<file path="src/logic/parallel_port_pkg.sv">
// Purpose: shared constants and carriers for the parallel port latch block
// Assumes: 8-bit ports, core clock domain only
// Notes: reset values are the latch contents after power-on
`default_nettype none
package parallel_port_pkg;
	localparam int PORT_W = 8;
	localparam logic [7:0] AD_LATCH_RST = 8'hFF;
	localparam logic [7:0] AN_LATCH_RST = 8'hFF;
	localparam logic [7:0] HI_LATCH_RST = 8'hFF;
	localparam logic [7:0] ALL_ONES = 8'hFF;
	localparam int TIMER2_COUNT_BIT = 0;
	localparam int TIMER2_CAPTURE_BIT = 1;
	localparam int SPI_SS_BIT = 5;
	localparam int PWM0_BIT = 6;
	localparam int PWM1_BIT = 7;

	// port selector used by the cpu strobes
	typedef enum logic [1:0] {
		PORT_AD = 2'h0,
		PORT_AN = 2'h1,
		PORT_HI = 2'h2,
		PORT_NONE = 2'h3
	} port_sel_t;

	// one cpu access to a port
	typedef struct packed {
		port_sel_t port;
		logic wr_latch;
		logic rd_latch;
		logic rd_pin;
		logic bit_op;
		logic [2:0] bit_idx;
		logic bit_val;
		logic [7:0] wdata;
	} cpu_req_t;

	// three signals of a pin group
	typedef struct packed {
		logic [7:0] out;
		logic [7:0] oe;
		logic [7:0] pull;
	} pin_drive_t;
endpackage : parallel_port_pkg
`default_nettype wire

</file>
<file path="src/logic/parallel_port_latch.sv">
// Purpose: latches and read paths for three parallel ports, pin drivers for the address/data and high ports
// Assumes: cpu strobes and pins are synchronous to clk_sys_i
// Notes: pull outputs ask the pad ring for the weak pull-up
`timescale 1ns/100ps
`default_nettype none
module parallel_port_latch
	import parallel_port_pkg::*;
(
	input wire logic clk_sys_i,
	input wire logic rst_i,
	input wire cpu_req_t cpu_req_i,
	output logic [7:0] cpu_rdata_o,
	output logic cpu_rvalid_o,
	input wire logic ext_bus_sel_i,
	input wire logic [7:0] muxed_bus_i,
	input wire logic [7:0] location_bus_i,
	input wire logic [7:0] ad_pin_i,
	output pin_drive_t ad_drive_o,
	input wire logic [7:0] an_pin_i,
	output logic [7:0] an_analog_sel_o,
	output logic [7:0] an_digital_o,
	output logic timer2_count_input_o,
	output logic timer2_capture_trigger_o,
	output logic spi_slave_select_o,
	input wire logic [7:0] hi_pin_i,
	output pin_drive_t hi_drive_o,
	input wire logic pwm_sel_i,
	input wire logic [1:0] pwm_i,
	output logic [7:0] ad_latch_o,
	output logic [7:0] hi_latch_o
);

	// ****************************************
	// latches
	// ****************************************
	logic [7:0] ad_latch_ff;
	logic [7:0] an_latch_ff;
	logic [7:0] hi_latch_ff;
	logic [7:0] cur_latch;
	logic [7:0] nxt_wbyte;

	always_comb begin
		case (cpu_req_i.port)
			PORT_AD: cur_latch = ad_latch_ff;
			PORT_AN: cur_latch = an_latch_ff;
			PORT_HI: cur_latch = hi_latch_ff;
			default: cur_latch = 8'h00;
		endcase
	end

	// bit ops take the latch byte and change one bit
	always_comb begin
		nxt_wbyte = cpu_req_i.wdata;
		if (cpu_req_i.bit_op) begin
			nxt_wbyte = cur_latch;
			nxt_wbyte[cpu_req_i.bit_idx] = cpu_req_i.bit_val;
		end
	end

	// external access forces ones into the address/data latches
	always_ff @(posedge clk_sys_i) begin
		if (rst_i) begin
			ad_latch_ff <= AD_LATCH_RST;
		end else if (ext_bus_sel_i) begin
			ad_latch_ff <= ALL_ONES;
		end else if (cpu_req_i.wr_latch && cpu_req_i.port == PORT_AD) begin
			ad_latch_ff <= nxt_wbyte;
		end
	end

	always_ff @(posedge clk_sys_i) begin
		if (rst_i) begin
			an_latch_ff <= AN_LATCH_RST;
		end else if (cpu_req_i.wr_latch && cpu_req_i.port == PORT_AN) begin
			an_latch_ff <= nxt_wbyte;
		end
	end

	// high port latch is untouched by external accesses
	always_ff @(posedge clk_sys_i) begin
		if (rst_i) begin
			hi_latch_ff <= HI_LATCH_RST;
		end else if (cpu_req_i.wr_latch && cpu_req_i.port == PORT_HI) begin
			hi_latch_ff <= nxt_wbyte;
		end
	end

	// ****************************************
	// cpu read paths
	// ****************************************
	always_ff @(posedge clk_sys_i) begin
		if (rst_i) begin
			cpu_rdata_o <= 8'h00;
			cpu_rvalid_o <= 1'b0;
		end else begin
			cpu_rvalid_o <= cpu_req_i.rd_latch | cpu_req_i.rd_pin;
			if (cpu_req_i.rd_latch) begin
				cpu_rdata_o <= cur_latch;
			end else if (cpu_req_i.rd_pin) begin
				case (cpu_req_i.port)
					PORT_AD: cpu_rdata_o <= ad_pin_i;
					PORT_AN: cpu_rdata_o <= an_pin_i;
					PORT_HI: cpu_rdata_o <= hi_pin_i;
					default: cpu_rdata_o <= 8'h00;
				endcase
			end
		end
	end

	// ****************************************
	// pin drivers
	// ****************************************
	always_ff @(posedge clk_sys_i) begin
		if (rst_i) begin
			ad_drive_o <= '0;
		end else if (ext_bus_sel_i) begin
			ad_drive_o.out <= muxed_bus_i;
			ad_drive_o.oe <= ALL_ONES;
			ad_drive_o.pull <= 8'h00;
		end else begin
			// open drain: only zeros drive
			ad_drive_o.out <= 8'h00;
			ad_drive_o.oe <= ~ad_latch_ff;
			ad_drive_o.pull <= 8'h00;
		end
	end

	logic [7:0] hi_gp;
	always_comb begin
		hi_gp = hi_latch_ff;
		if (pwm_sel_i) begin
			hi_gp[PWM0_BIT] = pwm_i[0];
			hi_gp[PWM1_BIT] = pwm_i[1];
		end
	end

	always_ff @(posedge clk_sys_i) begin
		if (rst_i) begin
			hi_drive_o.out <= 8'h00;
			hi_drive_o.oe <= 8'h00;
			hi_drive_o.pull <= ALL_ONES;
		end else if (ext_bus_sel_i) begin
			hi_drive_o.out <= location_bus_i;
			hi_drive_o.oe <= ALL_ONES;
			hi_drive_o.pull <= 8'h00;
		end else begin
			// ones pulled up, zeros driven low; with pwm_sel_i set, PWM0_BIT and PWM1_BIT are driven push-pull
			hi_drive_o.out <= 8'h00;
			hi_drive_o.oe <= ~hi_gp;
			hi_drive_o.pull <= hi_gp;
			if (pwm_sel_i) begin
				hi_drive_o.out[PWM0_BIT] <= pwm_i[0];
				hi_drive_o.out[PWM1_BIT] <= pwm_i[1];
				hi_drive_o.oe[PWM0_BIT] <= 1'b1;
				hi_drive_o.oe[PWM1_BIT] <= 1'b1;
				hi_drive_o.pull[PWM0_BIT] <= 1'b0;
				hi_drive_o.pull[PWM1_BIT] <= 1'b0;
			end
		end
	end

	// ****************************************
	// input-only port and alternate functions
	// ****************************************
	always_ff @(posedge clk_sys_i) begin
		if (rst_i) begin
			an_analog_sel_o <= AN_LATCH_RST;
			an_digital_o <= 8'h00;
			timer2_count_input_o <= 1'b0;
			timer2_capture_trigger_o <= 1'b0;
			spi_slave_select_o <= 1'b1;
		end else begin
			an_analog_sel_o <= an_latch_ff;
			an_digital_o <= an_pin_i & ~an_latch_ff;
			timer2_count_input_o <= an_pin_i[TIMER2_COUNT_BIT];
			timer2_capture_trigger_o <= an_pin_i[TIMER2_CAPTURE_BIT];
			spi_slave_select_o <= an_pin_i[SPI_SS_BIT];
		end
	end

	always_ff @(posedge clk_sys_i) begin
		if (rst_i) begin
			ad_latch_o <= AD_LATCH_RST;
			hi_latch_o <= HI_LATCH_RST;
		end else begin
			ad_latch_o <= ad_latch_ff;
			hi_latch_o <= hi_latch_ff;
		end
	end

	// ****************************************
	// checks
	// ****************************************
	property p_ext_sets_ad;
		@(posedge clk_sys_i) disable iff (rst_i) ext_bus_sel_i |=> ad_latch_ff == ALL_ONES;
	endproperty
	a_ext_sets_ad: assert property (p_ext_sets_ad) else $error("ad latch not set");

	property p_ad_push_pull;
		@(posedge clk_sys_i) disable iff (rst_i)
			ext_bus_sel_i |=> ad_drive_o.oe == ALL_ONES && ad_drive_o.out == $past(muxed_bus_i);
	endproperty
	a_ad_push_pull: assert property (p_ad_push_pull) else $error("ad not push-pull");

	property p_ad_open_drain;
		@(posedge clk_sys_i) disable iff (rst_i)
			!ext_bus_sel_i |=> ad_drive_o.oe == ~$past(ad_latch_ff) && ad_drive_o.out == 8'h00;
	endproperty
	a_ad_open_drain: assert property (p_ad_open_drain) else $error("ad gp drive wrong");

	property p_hi_kept;
		@(posedge clk_sys_i) disable iff (rst_i)
			ext_bus_sel_i && !cpu_req_i.wr_latch |=> $stable(hi_latch_ff);
	endproperty
	a_hi_kept: assert property (p_hi_kept) else $error("hi latch changed");

	property p_hi_addr;
		@(posedge clk_sys_i) disable iff (rst_i)
			ext_bus_sel_i |=> hi_drive_o.out == $past(location_bus_i) && hi_drive_o.oe == ALL_ONES;
	endproperty
	a_hi_addr: assert property (p_hi_addr) else $error("hi addr not driven");

	property p_rd_latch;
		@(posedge clk_sys_i) disable iff (rst_i)
			cpu_req_i.rd_latch && cpu_req_i.port == PORT_AN |=> cpu_rdata_o == $past(an_latch_ff);
	endproperty
	a_rd_latch: assert property (p_rd_latch) else $error("read latch wrong");

	property p_rd_pin;
		@(posedge clk_sys_i) disable iff (rst_i)
			cpu_req_i.rd_pin && !cpu_req_i.rd_latch && cpu_req_i.port == PORT_HI
			|=> cpu_rdata_o == $past(hi_pin_i) && cpu_rvalid_o;
	endproperty
	a_rd_pin: assert property (p_rd_pin) else $error("read pin wrong");

	property p_pwm;
		@(posedge clk_sys_i) disable iff (rst_i)
			pwm_sel_i && !ext_bus_sel_i |=> hi_drive_o.out[PWM1_BIT] == $past(pwm_i[1]);
	endproperty
	a_pwm: assert property (p_pwm) else $error("pwm not overriding");

	property p_bit_op;
		@(posedge clk_sys_i) disable iff (rst_i)
			cpu_req_i.wr_latch && cpu_req_i.bit_op && cpu_req_i.port == PORT_HI
			|=> hi_latch_ff[$past(cpu_req_i.bit_idx)] == $past(cpu_req_i.bit_val);
	endproperty
	a_bit_op: assert property (p_bit_op) else $error("bit op wrong");

	property p_ad_write;
		@(posedge clk_sys_i) disable iff (rst_i)
			cpu_req_i.wr_latch && !cpu_req_i.bit_op && cpu_req_i.port == PORT_AD
			&& !ext_bus_sel_i |=> ad_latch_ff == $past(cpu_req_i.wdata);
	endproperty
	a_ad_write: assert property (p_ad_write) else $error("ad write lost");

	property p_an_write;
		@(posedge clk_sys_i) disable iff (rst_i)
			cpu_req_i.wr_latch && !cpu_req_i.bit_op && cpu_req_i.port == PORT_AN
			|=> an_latch_ff == $past(cpu_req_i.wdata);
	endproperty
	a_an_write: assert property (p_an_write) else $error("an write lost");

	property p_rvalid;
		@(posedge clk_sys_i) disable iff (rst_i)
			1'b1 |=> cpu_rvalid_o == $past(cpu_req_i.rd_latch | cpu_req_i.rd_pin);
	endproperty
	a_rvalid: assert property (p_rvalid) else $error("read valid wrong");

	property p_ad_no_pull;
		@(posedge clk_sys_i) disable iff (rst_i)
			1'b1 |=> ad_drive_o.pull == 8'h00;
	endproperty
	a_ad_no_pull: assert property (p_ad_no_pull) else $error("ad pull requested");

	property p_hi_gp;
		@(posedge clk_sys_i) disable iff (rst_i)
			!ext_bus_sel_i && !pwm_sel_i |=> hi_drive_o.oe == ~$past(hi_latch_ff)
			&& hi_drive_o.pull == $past(hi_latch_ff) && hi_drive_o.out == 8'h00;
	endproperty
	a_hi_gp: assert property (p_hi_gp) else $error("hi gp drive wrong");

	property p_an_sel;
		@(posedge clk_sys_i) disable iff (rst_i)
			1'b1 |=> an_analog_sel_o == $past(an_latch_ff);
	endproperty
	a_an_sel: assert property (p_an_sel) else $error("analog select wrong");

	property p_alt_fn;
		@(posedge clk_sys_i) disable iff (rst_i)
			1'b1 |=> spi_slave_select_o == $past(an_pin_i[SPI_SS_BIT])
			&& timer2_count_input_o == $past(an_pin_i[TIMER2_COUNT_BIT]);
	endproperty
	a_alt_fn: assert property (p_alt_fn) else $error("alternate input wrong");

endmodule : parallel_port_latch
`default_nettype wire

</file>
<file path="config.mk">
export PLATFORM = sky130hd
export DESIGN_NAME = parallel_port_latch
export DESIGN_NICKNAME = d
export VERILOG_FILES = /design/src/logic/parallel_port_pkg.sv /design/src/logic/parallel_port_latch.sv
export SDC_FILE = /design/constraint.sdc
export NUM_CORES = 1
export LEC_CHECK = 0
export ABC_AREA = 1
export BUFFER_PORTS_ARGS = -buffer_cell sky130_fd_sc_hd__buf_2
export CORE_MARGIN = 2
export CORE_UTILIZATION = 26
export DETAILED_ROUTE_END_ITERATION = 16
export PLACE_DENSITY = 0.51
export SYNTH_ARGS = -nofsm -noshare
export SYNTH_HDL_FRONTEND = slang
export SYNTH_SLANG_ARGS = --single-unit
</file>
<file path="constraint.sdc">
create_clock -name clk_sys_i -period 1.25 [get_ports clk_sys_i]
set_input_delay 0.25 -clock clk_sys_i [delete_from_list [all_inputs] [get_ports clk_sys_i]]
set_output_delay 0.25 -clock clk_sys_i [all_outputs]
set_load 0.02 [all_outputs]
</file>
; ---- Word-level counts from Yosys, hierarchy flattened
; Index checks and enable logic that the tools add are counted.
[op_classes]
magnitude_cmp = 2
eq_ne = 2
n_mux = 14
n_bitwise = 6
reduce_logical = 8
[ops]
columns = operator, n
row1 = 8-bit one-hot mux with 3 select lines, 2
row2 = 24-bit 2-to-1 mux, 1
row3 = 8-bit 2-to-1 mux, 3
row4 = 8-bit NOT, 3
row5 = 16-bit 2-to-1 mux, 1
row6 = 8-bit AND, 1
row7 = 8-bit bitwise mux, 1
row8 = 2-bit 2-to-1 mux, 4
row9 = 1-bit logical AND, 4
row10 = "3-bit by 4-bit less-than comparator with 1-bit output, second input constant", 1
row11 = 2-bit OR reduction, 2
row12 = 1-bit demux with 3-bit select, 1
row13 = "3-bit by 1-bit >= comparator with 1-bit output, second input constant", 1
row14 = "2-bit by 1-bit equality test with 1-bit output, second input constant", 1
row15 = "2-bit equality test, second input constant", 1
row16 = 2-bit logical NOT, 1
row17 = 2-bit nonzero test, 1
row18 = 1-bit 2-to-1 mux, 1
row19 = 1-bit NOT, 1
row20 = 1-bit OR, 1
[totals]
register_bits = 116
input_bits = 64
out_inout_bits = 92
elab_cells = 51

; ---- Depth between registers and ports, before layout
[logic_depth]
ltp_word = 6
depth_mapped = 8
mapped_depth_nobuf = 8

; ---- Worst setup path after synthesis
; No wires, ideal clock.
[synth_path]
path_type = input -> register
startpoint = in cpu_req_i[16] (netlist bit)
endpoint = reg hi_latch_ff[6]
setup_ps = 114
arrival_ps = 997
required_time_ps = 1136
setup_slack_ps = 140
path_stages = 7
path_cell_list = buf_4 -> nor2_8 -> inv_2 -> nor2_8 -> inv_4 -> a21oi_2 -> nand2_1
[synth_via]
elab_chain_len = 4
elab_cells_between_ends = 7
classes_between = eq/ne (2) / mux (3) / reduce/logical (2)
[synth_lines]
columns = element, line_no
row1 = "start, declared", parallel_port_latch.sv:11  ; input wire cpu_req_t cpu_req_i,
row2 = 2-bit equality test (tied with other cells), "parallel_port_latch.sv:43, parallel_port_latch.sv:83"
row3 = 8-bit one-hot mux with 3 select lines, parallel_port_latch.sv:43  ; case (cpu_req_i.port)
row4 = 8-bit bitwise mux, parallel_port_latch.sv:56  ; nxt_wbyte[cpu_req_i.bit_idx] = cpu_req_i.bit_val;
row5 = 8-bit 2-to-1 mux, parallel_port_latch.sv:54  ; if (cpu_req_i.bit_op) begin
row6 = "end signal, assigned", parallel_port_latch.sv:84  ; hi_latch_ff <= nxt_wbyte;
row7 = "end, declared", parallel_port_latch.sv:38  ; logic [7:0] hi_latch_ff;
; Several ways; a longest one is shown, not always the timed one.
; A chain may end at the register's enable or synchronous reset.

; ---- Final worst setup path
[layout_path]
startpoint = reg cpu_rdata_o[7]
endpoint = out cpu_rdata_o[7]
[layout_rtl]
columns = element, line_no
row1 = "start, declared", parallel_port_latch.sv:12  ; output logic [7:0] cpu_rdata_o,
row2 = "start signal, assigned", parallel_port_latch.sv:98  ; cpu_rdata_o <= cur_latch;
row3 = "start signal, assigned", parallel_port_latch.sv:101  ; PORT_AD: cpu_rdata_o <= ad_pin_i;
row4 = "start signal, assigned", parallel_port_latch.sv:102  ; PORT_AN: cpu_rdata_o <= an_pin_i;
; No word-level cell between the ends.

==> impl_metrics.yaml <==
yosys:
  yosysMostFrequentCell: "nand2_1"
  yosysWarnings: 0
  synth_area_leader_cell: "dfxtp_1"
  synth_ff_type: "dfxtp_1"
  synth_edf_count: 0
  ys_seq_area_frac: 0.541
  yosys.area.top_type_share: 0.541
  ys_ff_latch: 108
  synth_cells: 506
  yosys.cell_types.count: 23
  syn_area_mm2: 0.00400
  avgSynthCellArea_um2: 7.90
  netlist_top_cells_count: "nand2_1, dfxtp_1, inv_1"
  synth_area_leaders: "dfxtp_1, nand2_1, nand3_1"
  synth-async-reset-ratio: 0
setup_path:
  cp.required_ps: 1000
  cpPeakStageDelay_ps: 360
  timing.rr.start: "an_latch_ff[4]$_SDFFE_PP1P_"
  ff2ff_path_depth: 6
  setup.worst_path.start: "cpu_rdata_o[7]$_SDFFE_PP0P_"
  cp.arrival_ps: 890
  cp_top_family: "flip-flops"
  path_buf_inv: 1
  slowest_stage: "dfxtp_1"
  path_cells: "buf_2"
  r2r_slack_ps: 200
  endpoint: "cpu_rdata_o[7]"
  r2r-end: "cpu_rdata_o[4]$_SDFFE_PP0P_"
  crit_type: "register to output pin"
  endpoint_kind: "output pin"
  start_kind: "register"
  cp.depth: 1
  cp_max_fo: 2
cells_and_area:
  final_nets: 738
  fin_util: 0.357
  multi_input_area_mm2: 0.00152
  top_regs: "hi_drive_o: 24 flops, ad_drive_o: 16 flops"
  syn2layout_area_growth_pct: 34.7
  regMostFlops: "hi_drive_o"
  drive_above_1_share: 0.342
  fillers: 1644
  num_antenna_cells: 0
  area.sequential_mm2: 0.00216
  largest_register_ffs: 24
  fin_area_mm2: 0.00539
clock_tree:
  clk_latency_ps: 350
  cts.sinks: 108
  post_cts_resize_count: 0
  cts_max_level: 3
  cts_hold_buf: 0
  cts_tree: "done"
  post_cts_buffers: 0
  clock_path_buffers: 2
  path_clk_slew_ps: 70
  clockRootBuffer: "clkbuf_16"
  numCtsBuffers: 9
die:
  io_pins: 156
  start_util: 0.265
  dieArea_mm2: 0.0164
  fp-row-count: 45
  core_area_mm2: 0.0151
  die_x_um: 128
  die_y_um: 128
global_route:
  grt_max_degree: 24
  grt_pass1_vias: 3487
  grt_first_pass_wirelength_um: 18300
  overflow: 0
  antenna_found_initial: 0
  grt_usage: 0.148
drt:
  drt_iter0_drc: 315
  via_per_inst: 4.29
  wl_per_cell_um: 14.0
  met3_length_um: 710
  dr.pass1.iters: 4
  wl_met2_um: 5790
  drtAntennaViolNets: 0
  routed-via-count: 3716
  wirelength_um: 12200
  top_layer_used: "met4"
  drc: 0
  wirelength_met1_um: 5400
pwr:
  power.switching_mw: 2.06
  p_clk_frac: 0.380
  peakVddDrop_mv: 0.651
  power_density_mw_per_mm2: 1420
  comb_power_share: 0.140
  swShare: 0.269
  seqPwrFrac: 0.480
  p_leak_nw: 2.75
  p_int_mw: 5.60
placement:
  gp_congestion: 0.880
  io_buffers: 147
  preCtsSetupSlack_ps: -289
  post_dp_cell_area_mm2: 0.00508
  dp_hpwl_um: 9530
sta:
  fmax_ghz: 0.876
  setup_viol: 0
  fin_skew_ps: 9.06
  fin_crit_sh: 0.913
  fin_crit_ps: 1140
  setup_slack_ps: 108
  rsz0062_at_grt: "false"
  drv_slew: 0
  finalHoldViolations: 0
outcome:
  status: "finished clean"
worst_hold_path:
  hp-start: "an_pin_i[5]"
  hp-class: "input pin to register"
job:
  maxCapViolations: 0
-- worst min-delay path by stage --
stage                                    end  slack, ps  cells past startpoint
2_1_floorplan        cpu_rvalid_o$_SDFF_PP0_        330                      1
5_1_grt            ad_drive_o[23]$_SDFF_PP0_        110                      3
4_1_cts        spi_slave_select_o$_SDFF_PP1_         90                      3
3_3_place_gp       hi_drive_o[20]$_SDFF_PP0_        460                      3
3_5_place_dp   spi_slave_select_o$_SDFF_PP1_        460                      3
6_report       spi_slave_select_o$_SDFF_PP1_        110                      3
-- final cells by class --
cell class / count / share of cell area
sequential: 108 / 0.401
multi-input combinational: 325 / 0.283
timing repair buffer: 171 / 0.175
clock buffer: 10 / 0.0444
tap: 188 / 0.0437
inverter: 59 / 0.0416
clock inverter: 6 / 0.0116
-- power groups by stage --
stage / Clock [mW] / Sequential [mW] / Combinational (mW)
after global placement: 0 / 3.76 / 1.07
after CTS: 3.03 / 3.68 / 1.08
final: 2.91 / 3.68 / 1.07
after floorplan: 0 / 3.92 / 0.471
after detailed placement: 0 / 3.76 / 1.08
after global routing: 3.16 / 3.69 / 1.18
-- per-layer routing --
metal  vias to the layer above  GRT usage
met2                       143      0.250
met5                         -          0
met1                      1675      0.184
met4                         0     0.0627
li1                       1883          -
met3                        15     0.0317
-- cells by family (layout without fill, tap and decap cells) --
kind of cell    after synthesis  in the layout  synth area share
simple gates                282            282             0.317
flops                       108            108             0.541
buf+inv                      80            246            0.0867
compound gates               35             35            0.0544
other cells                   1              8          0.000938
-- stage by stage --
step	std cells	power [mW]	TNS (ps)	hold WS (ps)
CTS	867	7.78	0	87.2
global route	867	8.03	0	108
floorplan	513	4.39	0	334
finish	867	7.66	0	105
detailed placement	851	4.84	-2520	462
global placement	851	4.83	-2380	462
-- cell usage in the layout, fill, tap and decap left out --
cell type  count
a31oi_1        2
clkinv_2       3
clkbuf_8       1
o21ai_0        5
inv_4          1
dfxtp_1      108
a21oi_1       16
nand2_2        1
nand4_1        8
or2_2         24
clkbuf_16      9
a211oi_2       1
nand2_1      157
buf_12         2
buf_4         22
bufinv_16      1
nor2_1        43
buf_2        147
inv_2          5
conb_1         8
nor2_4         1
a21oi_2        8
inv_6          1
clkinv_4       1
inv_1         52
nand3_1       44
clkinv_1       1
nor2_8         4
o211ai_1       3
Note: power is estimated with default switching activity, not from simulation.
